===== config.mk =====
export PLATFORM = sky130hd
export DESIGN_NAME = sber_core
export DESIGN_NICKNAME = d
export VERILOG_FILES = /design/src/pkg/sber_pkg.sv /design/src/logic/sber_core.sv
export VERILOG_INCLUDE_DIRS = /design/src /design/src/pkg
export SDC_FILE = /design/constraint.sdc
export NUM_CORES = 1
export LEC_CHECK = 0
export ABC_AREA = 1
export BUFFER_PORTS_ARGS = -buffer_cell sky130_fd_sc_hd__buf_4
export CORE_AREA = 2 2 106 108
export CTS_CLUSTER_SIZE = 28
export DETAILED_ROUTE_END_ITERATION = 16
export DIE_AREA = 0 0 108 110
export PLACE_DENSITY = 0.79
export SLEW_MARGIN = 20
export SYNTH_ARGS = -nofsm -noshare
export SYNTH_HDL_FRONTEND = slang
export SYNTH_SLANG_ARGS = --single-unit

===== constraint.sdc =====
create_clock -name ref_clk -period 1.4 [get_ports ref_clk]
set_clock_uncertainty 0.05 [all_clocks]
set_input_delay 0.14 -clock ref_clk [delete_from_list [all_inputs] [get_ports ref_clk]]
set_output_delay 0.14 -clock ref_clk [all_outputs]
set_load 0.005 [all_outputs]

===== src/pkg/sber_cfg.svh =====
// Constants for the security-banked exception routing block.
// Assumes inclusion by the package only.
`ifndef SBER_CFG_SVH
`define SBER_CFG_SVH
`define SBER_INTERRUPT_CONTROL_STATE_REGISTER_TTNS_POS   24
`define SBER_INTERRUPT_CONTROL_STATE_REGISTER_PSET_POS   28
`define SBER_INTERRUPT_CONTROL_STATE_REGISTER_PCLR_POS   27
`define SBER_EXR_SKIP_POS    5
`define SBER_EXR_MODE_POS    3
`define SBER_EXR_SPSEL_POS   2
`define SBER_EXR_BASE        32'hffffff80
`define SBER_EXTRA_FRAME_OFS 32'h00000040
`define SBER_PRI_RESET       8'h00
`define SBER_TTNS_RESET      1'b0
`define SBER_PRI_W           8
`define SBER_SIG_MSB_MASK    32'hfffffff0
`define SBER_SIG_VALUE       32'hfefa1250
`endif


===== src/pkg/sber_pkg.sv =====
// Types for the security-banked exception routing block.
// Assumes the cfg header is found on the include path.
`include "sber_cfg.svh"
package sber_pkg;
  typedef enum logic [1:0] {
    SBER_MPU_NONE = 2'h0,
    SBER_MPU_SEC  = 2'h1,
    SBER_MPU_NS   = 2'h3,
    SBER_MPU_BOTH = 2'h2
  } sber_mpu_cfg_t;

  typedef struct packed {
    logic        valid;
    logic        fetch;
    logic        write;
    logic        priv;
    logic        cur_ns;
    logic        addr_ns;
    logic [31:0] addr;
  } sber_acc_t;

  typedef struct packed {
    logic valid;
    logic use_sec;
    logic use_ns;
    logic fault_sec;
    logic fault_ns;
    logic sig_fault;
  } sber_chk_t;

  typedef struct packed {
    logic        we;
    logic        from_sec;
    logic        ns_alias;
    logic [31:0] wdata;
  } sber_interrupt_control_state_register_wr_t;

  typedef enum logic [1:0] {
    SBER_ST_IDLE = 2'h0,
    SBER_ST_CALL = 2'h1,
    SBER_ST_RET  = 2'h3
  } sber_state_t;
endpackage


===== src/logic/sber_core.sv =====
// Security-banked exception routing: banked call and pendable service
// exceptions, return code, tick targeting, protection unit selection.
// Assumes one core clock and software as the only outside party.
`timescale 1ns/100ps
module sber_core
  import sber_pkg::*;
#(
  parameter bit            TWO_TICKS = 1'b0,
  parameter sber_mpu_cfg_t MPU_CFG   = SBER_MPU_BOTH,
  parameter int            SEC_REGS  = 8,
  parameter int            NS_REGS   = 8
) (
  input  wire logic                  ref_clk,
  input  wire logic                  resetn,
  input  wire logic                  cur_ns,
  input  wire logic                  supervisor_call_instruction,
  input  wire logic                  extra_stacking_done,
  input  wire logic                  exc_take,
  input  wire logic                  exc_to_ns,
  input  wire logic                  ret_mode_thread,
  input  wire logic                  ret_spsel_psp,
  input  wire logic [31:0]           stack_ptr,
  input  wire sber_pkg::sber_interrupt_control_state_register_wr_t interrupt_control_state_register_wr,
  input  wire logic                  pri_we,
  input  wire logic                  pri_ns,
  input  wire logic [7:0]            pri_call,
  input  wire logic [7:0]            pri_serv,
  input  wire logic                  tick_sec_event,
  input  wire logic                  tick_ns_event,
  input  wire sber_pkg::sber_acc_t   acc,
  input  wire logic                  sec_unit_fault,
  input  wire logic                  ns_unit_fault,
  input  wire logic                  service_taken_sec,
  input  wire logic                  service_taken_ns,
  output logic [1:0]                 call_exc_r,
  output logic [1:0]                 serv_pend_r,
  output logic [1:0]                 tick_exc_r,
  output logic [7:0]                 pri_call_sec_r,
  output logic [7:0]                 pri_call_ns_r,
  output logic [7:0]                 pri_serv_sec_r,
  output logic [7:0]                 pri_serv_ns_r,
  output logic [31:0]                interrupt_control_state_register_rdata_r,
  output logic [31:0]                exception_return_code_r,
  output logic [31:0]                arg_frame_r,
  output sber_pkg::sber_chk_t        chk_r
);
  import sber_pkg::*;

  localparam bit HAS_SEC = (MPU_CFG == SBER_MPU_SEC) ||
                           (MPU_CFG == SBER_MPU_BOTH);
  localparam bit HAS_NS  = (MPU_CFG == SBER_MPU_NS) ||
                           (MPU_CFG == SBER_MPU_BOTH);

  // Bank mask: bit 1 is non-secure, bit 0 is secure
  function automatic logic [1:0] bank_sel(input logic ns);
    bank_sel = ns ? 2'h2 : 2'h1;
  endfunction

  logic        ttns_r;
  logic        ttns_nxt;
  logic [1:0]  call_nxt;
  logic [1:0]  pend_nxt;
  logic [1:0]  tick_nxt;
  logic [7:0]  pcs_nxt;
  logic [7:0]  pcn_nxt;
  logic [7:0]  pss_nxt;
  logic [7:0]  psn_nxt;
  logic [31:0] interrupt_control_state_register_nxt;
  logic [31:0] exr_nxt;
  logic [31:0] arg_nxt;
  sber_chk_t   chk_nxt;
  logic        wr_ns;
  logic        ttns_ok;
  logic        unit_ns;
  logic        sig_hit;

  always_comb begin
    // Secure software writes the non-secure bank through the alias
    wr_ns   = interrupt_control_state_register_wr.from_sec ? interrupt_control_state_register_wr.ns_alias : 1'b1;
    ttns_ok = interrupt_control_state_register_wr.from_sec && !interrupt_control_state_register_wr.ns_alias && !TWO_TICKS;
    call_nxt = supervisor_call_instruction ? bank_sel(cur_ns)
                                           : 2'h0;
    pend_nxt = serv_pend_r & ~{service_taken_ns, service_taken_sec};
    if (interrupt_control_state_register_wr.we && interrupt_control_state_register_wr.wdata[`SBER_INTERRUPT_CONTROL_STATE_REGISTER_PCLR_POS]) begin
      pend_nxt = pend_nxt & ~bank_sel(wr_ns);
    end
    // Set wins over a clear in the same cycle
    if (interrupt_control_state_register_wr.we && interrupt_control_state_register_wr.wdata[`SBER_INTERRUPT_CONTROL_STATE_REGISTER_PSET_POS]) begin
      pend_nxt = pend_nxt | bank_sel(wr_ns);
    end
    ttns_nxt = ttns_r;
    if (interrupt_control_state_register_wr.we && ttns_ok) begin
      ttns_nxt = interrupt_control_state_register_wr.wdata[`SBER_INTERRUPT_CONTROL_STATE_REGISTER_TTNS_POS];
    end
    if (TWO_TICKS) begin
      tick_nxt = {tick_ns_event, tick_sec_event};
    end else begin
      tick_nxt = tick_sec_event ? bank_sel(ttns_r) : 2'h0;
    end
    pcs_nxt = pri_call_sec_r;
    pcn_nxt = pri_call_ns_r;
    pss_nxt = pri_serv_sec_r;
    psn_nxt = pri_serv_ns_r;
    if (pri_we && pri_ns) begin
      pcn_nxt = pri_call;
      psn_nxt = pri_serv;
    end else if (pri_we) begin
      pcs_nxt = pri_call;
      pss_nxt = pri_serv;
    end
    interrupt_control_state_register_nxt = 32'h0;
    interrupt_control_state_register_nxt[`SBER_INTERRUPT_CONTROL_STATE_REGISTER_PSET_POS] =
      serv_pend_r[interrupt_control_state_register_wr.from_sec && !interrupt_control_state_register_wr.ns_alias ? 0 : 1];
    // Hidden target bit reads as zero
    interrupt_control_state_register_nxt[`SBER_INTERRUPT_CONTROL_STATE_REGISTER_TTNS_POS] = ttns_ok & ttns_r;
    exr_nxt = exception_return_code_r;
    arg_nxt = arg_frame_r;
    if (exc_take) begin
      exr_nxt = `SBER_EXR_BASE;
      exr_nxt[0] = ~exc_to_ns;
      exr_nxt[6] = ~cur_ns;
      // Skip flag set unless extra state was stacked on a secure-to-secure entry
      exr_nxt[`SBER_EXR_SKIP_POS] =
        !(extra_stacking_done && !cur_ns && !exc_to_ns);
      exr_nxt[`SBER_EXR_MODE_POS]  = ret_mode_thread;
      exr_nxt[`SBER_EXR_SPSEL_POS] = ret_spsel_psp;
      arg_nxt = (extra_stacking_done && !cur_ns && !exc_to_ns)
              ? stack_ptr + `SBER_EXTRA_FRAME_OFS : stack_ptr;
    end
    // Fetch follows the address, data follows the request state
    unit_ns = acc.fetch ? acc.addr_ns : acc.cur_ns;
    sig_hit = acc.fetch && ((acc.addr & `SBER_SIG_MSB_MASK)
                            == `SBER_SIG_VALUE);
    chk_nxt = '0;
    chk_nxt.valid = acc.valid;
    if (acc.valid) begin
      chk_nxt.use_sec = !unit_ns && HAS_SEC;
      chk_nxt.use_ns  = unit_ns && HAS_NS;
      chk_nxt.fault_sec = (!unit_ns && HAS_SEC && sec_unit_fault) ||
                          sig_hit;
      chk_nxt.fault_ns  = unit_ns && HAS_NS && ns_unit_fault && !sig_hit;
      chk_nxt.sig_fault = sig_hit;
    end
  end

  always_ff @(posedge ref_clk) begin
    if (!resetn) begin
      ttns_r         <= `SBER_TTNS_RESET;
      call_exc_r     <= 2'h0;
      serv_pend_r    <= 2'h0;
      tick_exc_r     <= 2'h0;
      pri_call_sec_r <= `SBER_PRI_RESET;
      pri_call_ns_r  <= `SBER_PRI_RESET;
      pri_serv_sec_r <= `SBER_PRI_RESET;
      pri_serv_ns_r  <= `SBER_PRI_RESET;
      interrupt_control_state_register_rdata_r   <= 32'h0;
      exception_return_code_r   <= 32'h0;
      arg_frame_r    <= 32'h0;
      chk_r          <= '0;
    end else begin
      ttns_r         <= ttns_nxt;
      call_exc_r     <= call_nxt;
      serv_pend_r    <= pend_nxt;
      tick_exc_r     <= tick_nxt;
      pri_call_sec_r <= pcs_nxt;
      pri_call_ns_r  <= pcn_nxt;
      pri_serv_sec_r <= pss_nxt;
      pri_serv_ns_r  <= psn_nxt;
      interrupt_control_state_register_rdata_r   <= interrupt_control_state_register_nxt;
      exception_return_code_r   <= exr_nxt;
      arg_frame_r    <= arg_nxt;
      chk_r          <= chk_nxt;
    end
  end
endmodule


# == Word level (Yosys, flattened, before mapping) ==
# Index checks and enable logic that the tools add are counted.
# word_totals
regBits,115
latch_bits,0
ram_bits,0
mem_bits_ro,0
in_bits,138
out_inout_bits,140
wordCells,64
n_memories,0
# op_classes
addsub,1
n_mul,0
n_div,0
order_cmp,1
eq_ne,1
shifts,0
n_mux,12
bitwise,9
n_reduce_logical,22
# ops
cell,count
"32-bit by 7-bit adder with 32-bit output, second input constant",1
32-bit two-way mux,1
"28-bit == test, second input constant",1
1-bit logical AND,11
2-bit two-way mux,5
2-bit AND reduction,4
1-bit zero test,6
1-bit two-way mux,6
2-bit AND,2
2-bit NOT,2
1-bit NOT,3
"1-bit by 2-bit < comparator with 1-bit output, second input constant",1
2-bit bitwise OR,1
1-bit AND,1
1-bit logical OR,1

# == Logic depth before layout (Yosys ltp) ==
# Gate-level depths: netlist of the first run.
# logic_depth
ltp_word,7
ltp_mapped,10

# == Worst setup path before layout of the first run ==
# No wires, ideal clock.
# synth_timing
kind,in2reg
from,input port stack_ptr[6]
to,register arg_frame_r[30]
setup_time_ps,109
arrival_time_ps,1038
t_required_ps,1241
setup_slack_ps,203
cell_stages,10
n_path_buf,0
cell_sequence,ha_1 > nand3_1 > nor2_1 > nand2_4 > nor2_4 > nand2_1 > nand2_1 > nand3_1 > nand2_1 > inv_1
# synth_via
elab_chain_cells,2
# synth_lines
element,line,rtl
start: declaration,sber_core.sv:22,"input wire logic [31:0] stack_ptr,"
32-bit by 7-bit adder with 32-bit output (no line),-,
32-bit two-way mux,sber_core.sv:127,arg_nxt = (extra_stacking_done && !cur_ns && !exc_to_ns)
end signal: assignment,sber_core.sv:171,arg_frame_r <= arg_nxt;
end: declaration,sber_core.sv:44,"output logic [31:0] arg_frame_r,"
# No other way between the ends.
# A chain may end at the register's enable or synchronous reset.

# == Worst setup path in the final report of the first run ==
# layout_timing
from,input port cur_ns
to,register call_exc_r[0]
# layout_via
elab_chain_cells,1
# layout_lines
element,line,rtl
start: declaration,sber_core.sv:15,"input wire logic cur_ns,"
2-bit two-way mux,sber_core.sv:56,bank_sel = ns ? 2'h2 : 2'h1;
end signal: assignment,sber_core.sv:162,call_exc_r <= call_nxt;
end: declaration,sber_core.sv:35,"output logic [1:0] call_exc_r,"
# No other way between the ends.

==> results of run 1 <==
final timing paths:
check | cells past startpoint | endpoint
min | 4 | serv_pend_r[1]$_SDFF_PN0_
min reg2reg | 1 | tick_exc_r[0]$_SDFF_PN0_
max reg2reg | 2 | serv_pend_r[0]$_SDFF_PN0_
max | 5 | call_exc_r[0]$_SDFF_PN0_
layout by cell type, fill, tap and decap left out, types with 2 or more instances in the layout:
master	count
sky130_fd_sc_hd__nor2_4	7
sky130_fd_sc_hd__a21oi_1	26
sky130_fd_sc_hd__inv_6	3
sky130_fd_sc_hd__xnor2_1	3
sky130_fd_sc_hd__inv_8	2
sky130_fd_sc_hd__inv_1	51
sky130_fd_sc_hd__nand3_1	25
sky130_fd_sc_hd__o21ai_0	63
sky130_fd_sc_hd__nor2_2	3
sky130_fd_sc_hd__nor3_1	8
sky130_fd_sc_hd__nor2_1	120
sky130_fd_sc_hd__clkbuf_8	9
sky130_fd_sc_hd__conb_1	32
sky130_fd_sc_hd__xor2_1	5
sky130_fd_sc_hd__buf_4	223
sky130_fd_sc_hd__dfxtp_1	85
sky130_fd_sc_hd__buf_12	3
sky130_fd_sc_hd__nand4_1	6
sky130_fd_sc_hd__nor4b_1	3
sky130_fd_sc_hd__dlygate4sd3_1	32
sky130_fd_sc_hd__nand2_1	77
sky130_fd_sc_hd__o211ai_1	4
sky130_fd_sc_hd__o21bai_1	3
sky130_fd_sc_hd__nand2_4	2
area by class of cell:
class	instances	area (um^2)
Clock buffer	9	123.9
Timing Repair Buffer	258	2054
Sequential cell	85	1702
Fill cell	985	4451
Clock inverter	7	86.33
Inverter	53	198.9
Multi-Input combinational cell	399	1907
Tap cell	140	175.2
kinds of logic after synthesis:
| family | after synthesis |
|---|---|
| adder cells (fa/ha/maj) | 1 |
| multiplexers | 1 |
| buffers and inverters | 128 |
| AND/OR/NAND/NOR | 258 |
| other | 1 |
| AO/OA/AOI/OAI | 99 |
| flip-flops | 85 |
| XOR/XNOR | 8 |
sequential cells by signal (all words and copies together) (netlist names):
signal and cells:
pri_call_sec_r 8, pri_serv_sec_r 8, serv_pend_r 2, arg_frame_r 32
call_exc_r 2, pri_serv_ns_r 8, ttns_r 1, pri_call_ns_r 8
interrupt_control_state_register_rdata_r 2, tick_exc_r 2, chk_r 6, exception_return_code_r 6
worst reg2reg max path: cells and delay by family (launching register included):
family,cells,cell delay [ns]
AOI/OAI and AO/OA,2,0.24
DFF,1,0.37
metal layers:
metal / up-vias / global-route usage / part of all wire
li1: 2210 / - / -
met1: 1892 / 0.2314 / 0.43
met2: 157 / 0.3356 / 0.49
met3: 14 / 0.04174 / 0.066
met4: 0 / 0.06044 / 0.021
met5: - / 0 / 0
stage by stage:
stage | total power [mW] | worst slack (ns) | area [um^2] | instances
2_1_floorplan | 3.217 | 0.2031 | 4307 | 612
3_3_place_gp | 3.754 | 0.005880 | 5712 | 903
3_5_place_dp | 3.775 | -0.006272 | 5712 | 903
4_1_cts | 5.715 | 0.02502 | 6242 | 951
5_1_grt | 5.974 | 0.008875 | 6247 | 951
6_report | 5.664 | 0.02946 | 6247 | 951
where the power goes:
group	total [mW]	switching (mW)	internal [mW]
combinational	1.15	0.510	0.636
sequential	2.64	0.0743	2.57
clock	1.87	1.00	0.870
what timing repair did:
| item | 4_1_cts | 5_1_grt |
|---|---|---|
| endpoints found under the hold margin | 44 | 0 |
| endpoints found under the setup margin | 0 | 1 |
| hold buffers | 32 | 0 |
| buffers inserted | 0 | 0 |
| resized for setup | 0 | 1 |
==> out/qor.json, run 1 <==
{
  "status": "finished clean",
  "synth-adder-area-share": 0.002986,
  "crit_type": "in -> reg",
  "main_combinational_cell_family_by_area_after_synthesis": "simple AND/OR/NAND/NOR gates",
  "grt_start_max_net_pins": 32,
  "hold_viol": 0,
  "via_count_normalized_by_instance_count": 4.493,
  "synth_simple_gate_area_share": 0.2798,
  "fin_crit_sh": 0.9790,
  "cts.htree.levels": 3,
  "post_synth_inst_count": 581,
  "worstHoldPathType": "in -> reg",
  "reg2reg_from": "serv_pend_r[0]$_SDFF_PN0_",
  "cts_tree": "yes",
  "netlist_top_cells_area": "sky130_fd_sc_hd__dfxtp_1 41%, sky130_fd_sc_hd__nor2_1 11%, sky130_fd_sc_hd__buf_4 10%, sky130_fd_sc_hd__o21ai_0 7.5%, sky130_fd_sc_hd__nand2_1 6.9%",
  "cts-root-to-sink-buffers": 2,
  "fin_tns_setup_ns": 0,
  "row_count": 38,
  "dr.first_iter.drc_count": 236,
  "main_flop_type_after_synthesis": "sky130_fd_sc_hd__dfxtp_1",
  "worst_hold_startpoint": "service_taken_ns",
  "chipWidth_um": 108,
  "yosys_register_bits": 85,
  "setup_repair_after_global_routing_missed_its_margin": "false",
  "synth-warning-count": 0,
  "floorplan.die_area_um2": 11880,
  "edff_count_synth": 0,
  "first_global_vias": 3797,
  "post-synth-top-count-cell": "sky130_fd_sc_hd__nor2_1",
  "cp_num_buf_inv": 4,
  "reg2reg_setup_slack_ns": 0.68,
  "height_of_the_chip_um": 110,
  "timing.critical_path.from": "cur_ns",
  "slew-limit-headroom": 0.6589,
  "max_slew.worst_pin.slew_ns": 0.5110,
  "grt_util_all_layers": 0.1903,
  "place_congestion": 0.8238,
  "clkSinkCount": 85,
  "antenna_violations_before_repair": 0,
  "static_leak_nw": 3.178,
  "cpPeakStageDelay_ns": 0.55,
  "residual_drc": 0,
  "grt_pass1_wl_mm": 17.95,
  "p_per_area_nw_per_um2": 906.6,
  "ys_seq_area_frac": 0.4061,
  "routedWlPerCell_um": 12.31,
  "clk-insertion-delay-late_ns": 0.35,
  "detailed_place_hpwl_mm": 8.922,
  "final_antenna_violating_net_count": 0,
  "whs_ns": 0.01771,
  "path_delay_family": "buffers and inverters",
  "synth_area_um2": 4190,
  "drt_wl_total_mm": 11.71,
  "finalSetupViolations": 0,
  "cts_buffers": 9,
  "synth-xor-area-share": 0.01672,
  "syn2layout_area_growth_pct": 49.09,
  "coreArea_um2": 10700,
  "fin_nets": 945,
  "critical_path.endpoint_type": "register",
  "clock_tree.root_cell": "sky130_fd_sc_hd__clkbuf_8",
  "synth_top_area_cell": "sky130_fd_sc_hd__dfxtp_1",
  "ys_top_cells_by_count": "120 x sky130_fd_sc_hd__nor2_1, 85 x sky130_fd_sc_hd__dfxtp_1, 77 x sky130_fd_sc_hd__nand2_1, 63 x sky130_fd_sc_hd__o21ai_0, 56 x sky130_fd_sc_hd__buf_4",
  "startpoint_type": "primary input",
  "antenna_diode_count": 0,
  "yosysTopAreaCellShare": 0.4061,
  "synthMuxAreaShare": 0.002389,
  "critPathRequiredTime_ns": 1.66,
  "max_cap_viol_count": 0,
  "synth_compound_gate_area_share": 0.1233,
  "portBuffers": 209,
  "finalCriticalPeriod_ns": 1.371,
  "initial_utilization": 0.3917,
  "cp_cell_sequence": "buf_4 > dlygate4sd3_1 > buf_4 > nor3_2 > dlygate4sd3_1",
  "drt_first_pass_iters": 4,
  "crit_path_max_fanout": 2,
  "fin_util": 0.5840,
  "vdd_drop_max_mv": 0.5463,
  "grt-ovfl-total": 0,
  "asyncSetResetFlopFracSynth": 0,
  "io_pins": 278,
  "data_arrival_time_at_the_worst_slack_endpoint_ns": 1.63,
  "post_synth.cell_area_avg_um2": 7.212,
  "synth_cell_types": 35,
  "critPathSlowestCell": "sky130_fd_sc_hd__dlygate4sd3_1",
  "clk_transition_reported_paths_ns": 0.10,
  "fmaxAchievable_ghz": 0.7296,
  "detailroute.via_count": 4273,
  "final_max_slew_viol_count": 0,
  "layout-drive-gt1-share": 0.3206
}
No activity file was read; power rests on OpenSTA's default activity.
==> run 2: changes to the inputs <==
MAX_ROUTING_LAYER = met4   (was default)
==> run 2 against run 1 <==
Worst hold slack barely moved. Clock power barely moved. Register-to-register slack barely moved. Worst setup slack barely moved. Final area did not move. Sequential power barely moved. Total power barely moved. Maximum frequency barely moved. Non-clock buffer count did not move.
==> out/qor.json, run 2 (synthesis results as in run 1) <==
{
  "preCtsSetupSlack": {"value": -0.006272, "unit": "ns", "change": "unchanged"},
  "p_per_area": {"value": 906.8, "unit": "nW/um^2", "change": "was 906.6 nW/um^2"},
  "regToRegEndpoint": {"value": "serv_pend_r[0]$_SDFF_PN0_", "change": "unchanged"},
  "worstHoldPathType": {"value": "in -> reg", "change": "unchanged"},
  "mostFrequentLayoutCell": {"value": "sky130_fd_sc_hd__buf_4", "change": "unchanged"},
  "cts.repair_timing.setup_buffer_count": {"value": 0, "change": "unchanged"},
  "detailroute.via_count": {"value": 4258, "change": "was 4273"},
  "gr-usage-met3": {"value": 0.03527, "change": "was 0.04174"},
  "initial_utilization": {"value": 0.3917, "change": "unchanged"},
  "clk_transition_reported_paths": {"value": 0.10, "unit": "ns", "change": "about the same"},
  "layout-drive-gt1-share": {"value": 0.3206, "change": "unchanged"},
  "data_arrival_time_at_the_worst_slack_endpoint": {"value": 1.63, "unit": "ns", "change": "about the same"},
  "max_cap_viol_count": {"value": 0, "change": "unchanged"},
  "crit_path_max_fanout": {"value": 2, "change": "unchanged"},
  "cts-root-to-sink-buffers": {"value": 2, "change": "unchanged"},
  "finalSetupViolations": {"value": 0, "change": "unchanged"},
  "whs": {"value": 0.01773, "unit": "ns", "change": "was 0.01771 ns"},
  "global_route.usage.met2": {"value": 0.3351, "change": "was 0.3356"},
  "endpoint": {"value": "call_exc_r[0]$_SDFF_PN0_", "change": "unchanged"},
  "reg2reg_from": {"value": "serv_pend_r[0]$_SDFF_PN0_", "change": "unchanged"},
  "critical_path.endpoint_type": {"value": "register", "change": "unchanged"},
  "startpoint_type": {"value": "primary input", "change": "unchanged"},
  "final_max_slew_viol_count": {"value": 0, "change": "unchanged"},
  "setup_repair_after_global_routing_missed_its_margin": {"value": "false", "change": "unchanged"},
  "first_global_vias": {"value": 3797, "change": "unchanged"},
  "max_slew.worst_pin.slew": {"value": 0.5111, "unit": "ns", "change": "was 0.5110 ns"},
  "routedWlPerCell": {"value": 12.33, "unit": "um", "change": "was 12.31 um"},
  "grt_util_all_layers": {"value": 0.1960, "change": "was 0.1903"},
  "final_cells": {"value": 951, "change": "unchanged"},
  "setup_ws": {"value": 0.02944, "unit": "ns", "change": "was 0.02946 ns"},
  "clock_tree.root_cell": {"value": "sky130_fd_sc_hd__clkbuf_8", "change": "unchanged"},
  "groute.layer.met1.usage": {"value": 0.2364, "change": "was 0.2314"},
  "clkSinkCount": {"value": 85, "change": "unchanged"},
  "cts.htree.levels": {"value": 3, "change": "unchanged"},
  "antenna_diode_count": {"value": 0, "change": "unchanged"},
  "io_pins": {"value": 278, "change": "unchanged"},
  "fmaxAchievable": {"value": 0.7296, "unit": "GHz", "change": "about the same"},
  "fill_cells": {"value": 985, "change": "unchanged"},
  "grt_pass1_wl": {"value": 17.97, "unit": "mm", "change": "was 17.95 mm"},
  "critPathRequiredTime": {"value": 1.66, "unit": "ns", "change": "about the same"},
  "clk-insertion-delay-late": {"value": 0.35, "unit": "ns", "change": "about the same"},
  "timing.critical_path.from": {"value": "cur_ns", "change": "unchanged"},
  "crit_type": {"value": "in -> reg", "change": "unchanged"},
  "reg2regPathDepth": {"value": 2, "change": "unchanged"},
  "dr.first_iter.drc_count": {"value": 216, "change": "was 236"},
  "detailed_place_hpwl": {"value": 8.922, "unit": "mm", "change": "unchanged"},
  "chipWidth": {"value": 108, "unit": "um", "change": "unchanged"},
  "fin_crit_sh": {"value": 0.9790, "change": "about the same"},
  "post-place-cells": {"value": 903, "change": "unchanged"},
  "most-common-layout-cells": {"value": "223 x sky130_fd_sc_hd__buf_4, 120 x sky130_fd_sc_hd__nor2_1, 85 x sky130_fd_sc_hd__dfxtp_1", "change": "unchanged"},
  "drt_wl_total": {"value": 11.72, "unit": "mm", "change": "was 11.71 mm"},
  "regMostFlops": {"value": "arg_frame_r", "change": "unchanged"},
  "cts_buffers": {"value": 9, "change": "unchanged"},
  "fin_nets": {"value": 945, "change": "unchanged"},
  "vdd_drop_max": {"value": 0.5462, "unit": "mV", "change": "was 0.5463 mV"},
  "largest_reg_flops": {"value": 32, "change": "unchanged"},
  "coreArea": {"value": 10700, "unit": "um^2", "change": "unchanged"},
  "finalCriticalPeriod": {"value": 1.371, "unit": "ns", "change": "about the same"},
  "static_leak": {"value": 3.178, "unit": "nW", "change": "unchanged"},
  "reg2reg_setup_slack": {"value": 0.68, "unit": "ns", "change": "about the same"},
  "grt_start_max_net_pins": {"value": 32, "change": "unchanged"},
  "portBuffers": {"value": 209, "change": "unchanged"},
  "status": {"value": "finished clean", "change": "unchanged"},
  "row_count": {"value": 38, "change": "unchanged"},
  "via_count_normalized_by_instance_count": {"value": 4.477, "change": "was 4.493"},
  "power": {"value": 5.665, "unit": "mW", "change": "was 5.664 mW"},
  "residual_drc": {"value": 0, "change": "unchanged"},
  "cts_tree": {"value": "yes", "change": "unchanged"},
  "place_congestion": {"value": 0.8362, "change": "was 0.8238"},
  "grt_busiest_layer": {"value": "met2", "change": "unchanged"},
  "final_antenna_violating_net_count": {"value": 0, "change": "unchanged"},
  "syn2layout_area_growth": {"value": 49.09, "unit": "%", "change": "unchanged"},
  "grt-ovfl-total": {"value": 0, "change": "unchanged"},
  "drt_first_pass_iters": {"value": 4, "change": "unchanged"},
  "hold_viol": {"value": 0, "change": "unchanged"},
  "floorplan.die_area": {"value": 11880, "unit": "um^2", "change": "unchanged"},
  "antenna_violations_before_repair": {"value": 0, "change": "unchanged"},
  "height_of_the_chip": {"value": 110, "unit": "um", "change": "unchanged"},
  "fin_tns_setup": {"value": 0, "unit": "ns", "change": "unchanged"},
  "slew-limit-headroom": {"value": 0.6589, "change": "about the same"}
}
## run 2: layer usage
layer  share of wire  wire (um)
met5               0          0
met4           0.021        241
met3           0.059        692
met2            0.49       5718
met1            0.43       5071
## run 2: repair_timing
item	in CTS	in global routing
endpoints found under the setup margin	0	1
endpoints found under the hold margin	44	0
hold buffers	32	0
resized for setup	0	1
## run 2: report_power, final
group / total [mW] / internal [mW] / switching [mW]
combinational: 1.15 / 0.636 / 0.511
sequential: 2.64 / 2.57 / 0.0743
clock: 1.88 / 0.870 / 1.01
## run 2: worst max-delay path, stage by stage
cell and delay, ns:
sky130_fd_sc_hd__buf_4 0.11, sky130_fd_sc_hd__dlygate4sd3_1 0.54, sky130_fd_sc_hd__buf_4 0.14, sky130_fd_sc_hd__nor3_2 0.15, sky130_fd_sc_hd__dlygate4sd3_1 0.55
## run 2: worst min path at each step
stage	from	slack, ns	end	cells after the start
after detailed placement	sec_unit_fault	0.29	chk_r[2]$_SDFF_PN0_	3
after global routing	cur_ns	0.01	call_exc_r[1]$_SDFF_PN0_	3
after CTS	cur_ns	0.0005	call_exc_r[1]$_SDFF_PN0_	3
after floorplan	cur_ns	0.17	call_exc_r[0]$_SDFF_PN0_	1
after global placement	sec_unit_fault	0.29	chk_r[2]$_SDFF_PN0_	3
final	service_taken_ns	0.02	serv_pend_r[1]$_SDFF_PN0_	4
## run 2: cell type report
type	count	area, um^2	share of cell area
multi-input cells	399	1907	0.3052
clock buffers	9	123.9	0.01983
clock inverters	7	86.33	0.01382
repair buffers	258	2054	0.3289
flip-flops and latches	85	1702	0.2724
inverters	53	198.9	0.03184
well taps	140	175.2	0.02804
## run 2: through the flow
step / util / instance area, um^2
finish: 0.5840 / 6247
floorplan: - / 4307
global route: 0.5840 / 6247
global placement: 0.5339 / 5712
CTS: 0.5835 / 6242
detailed placement: 0.5339 / 5712
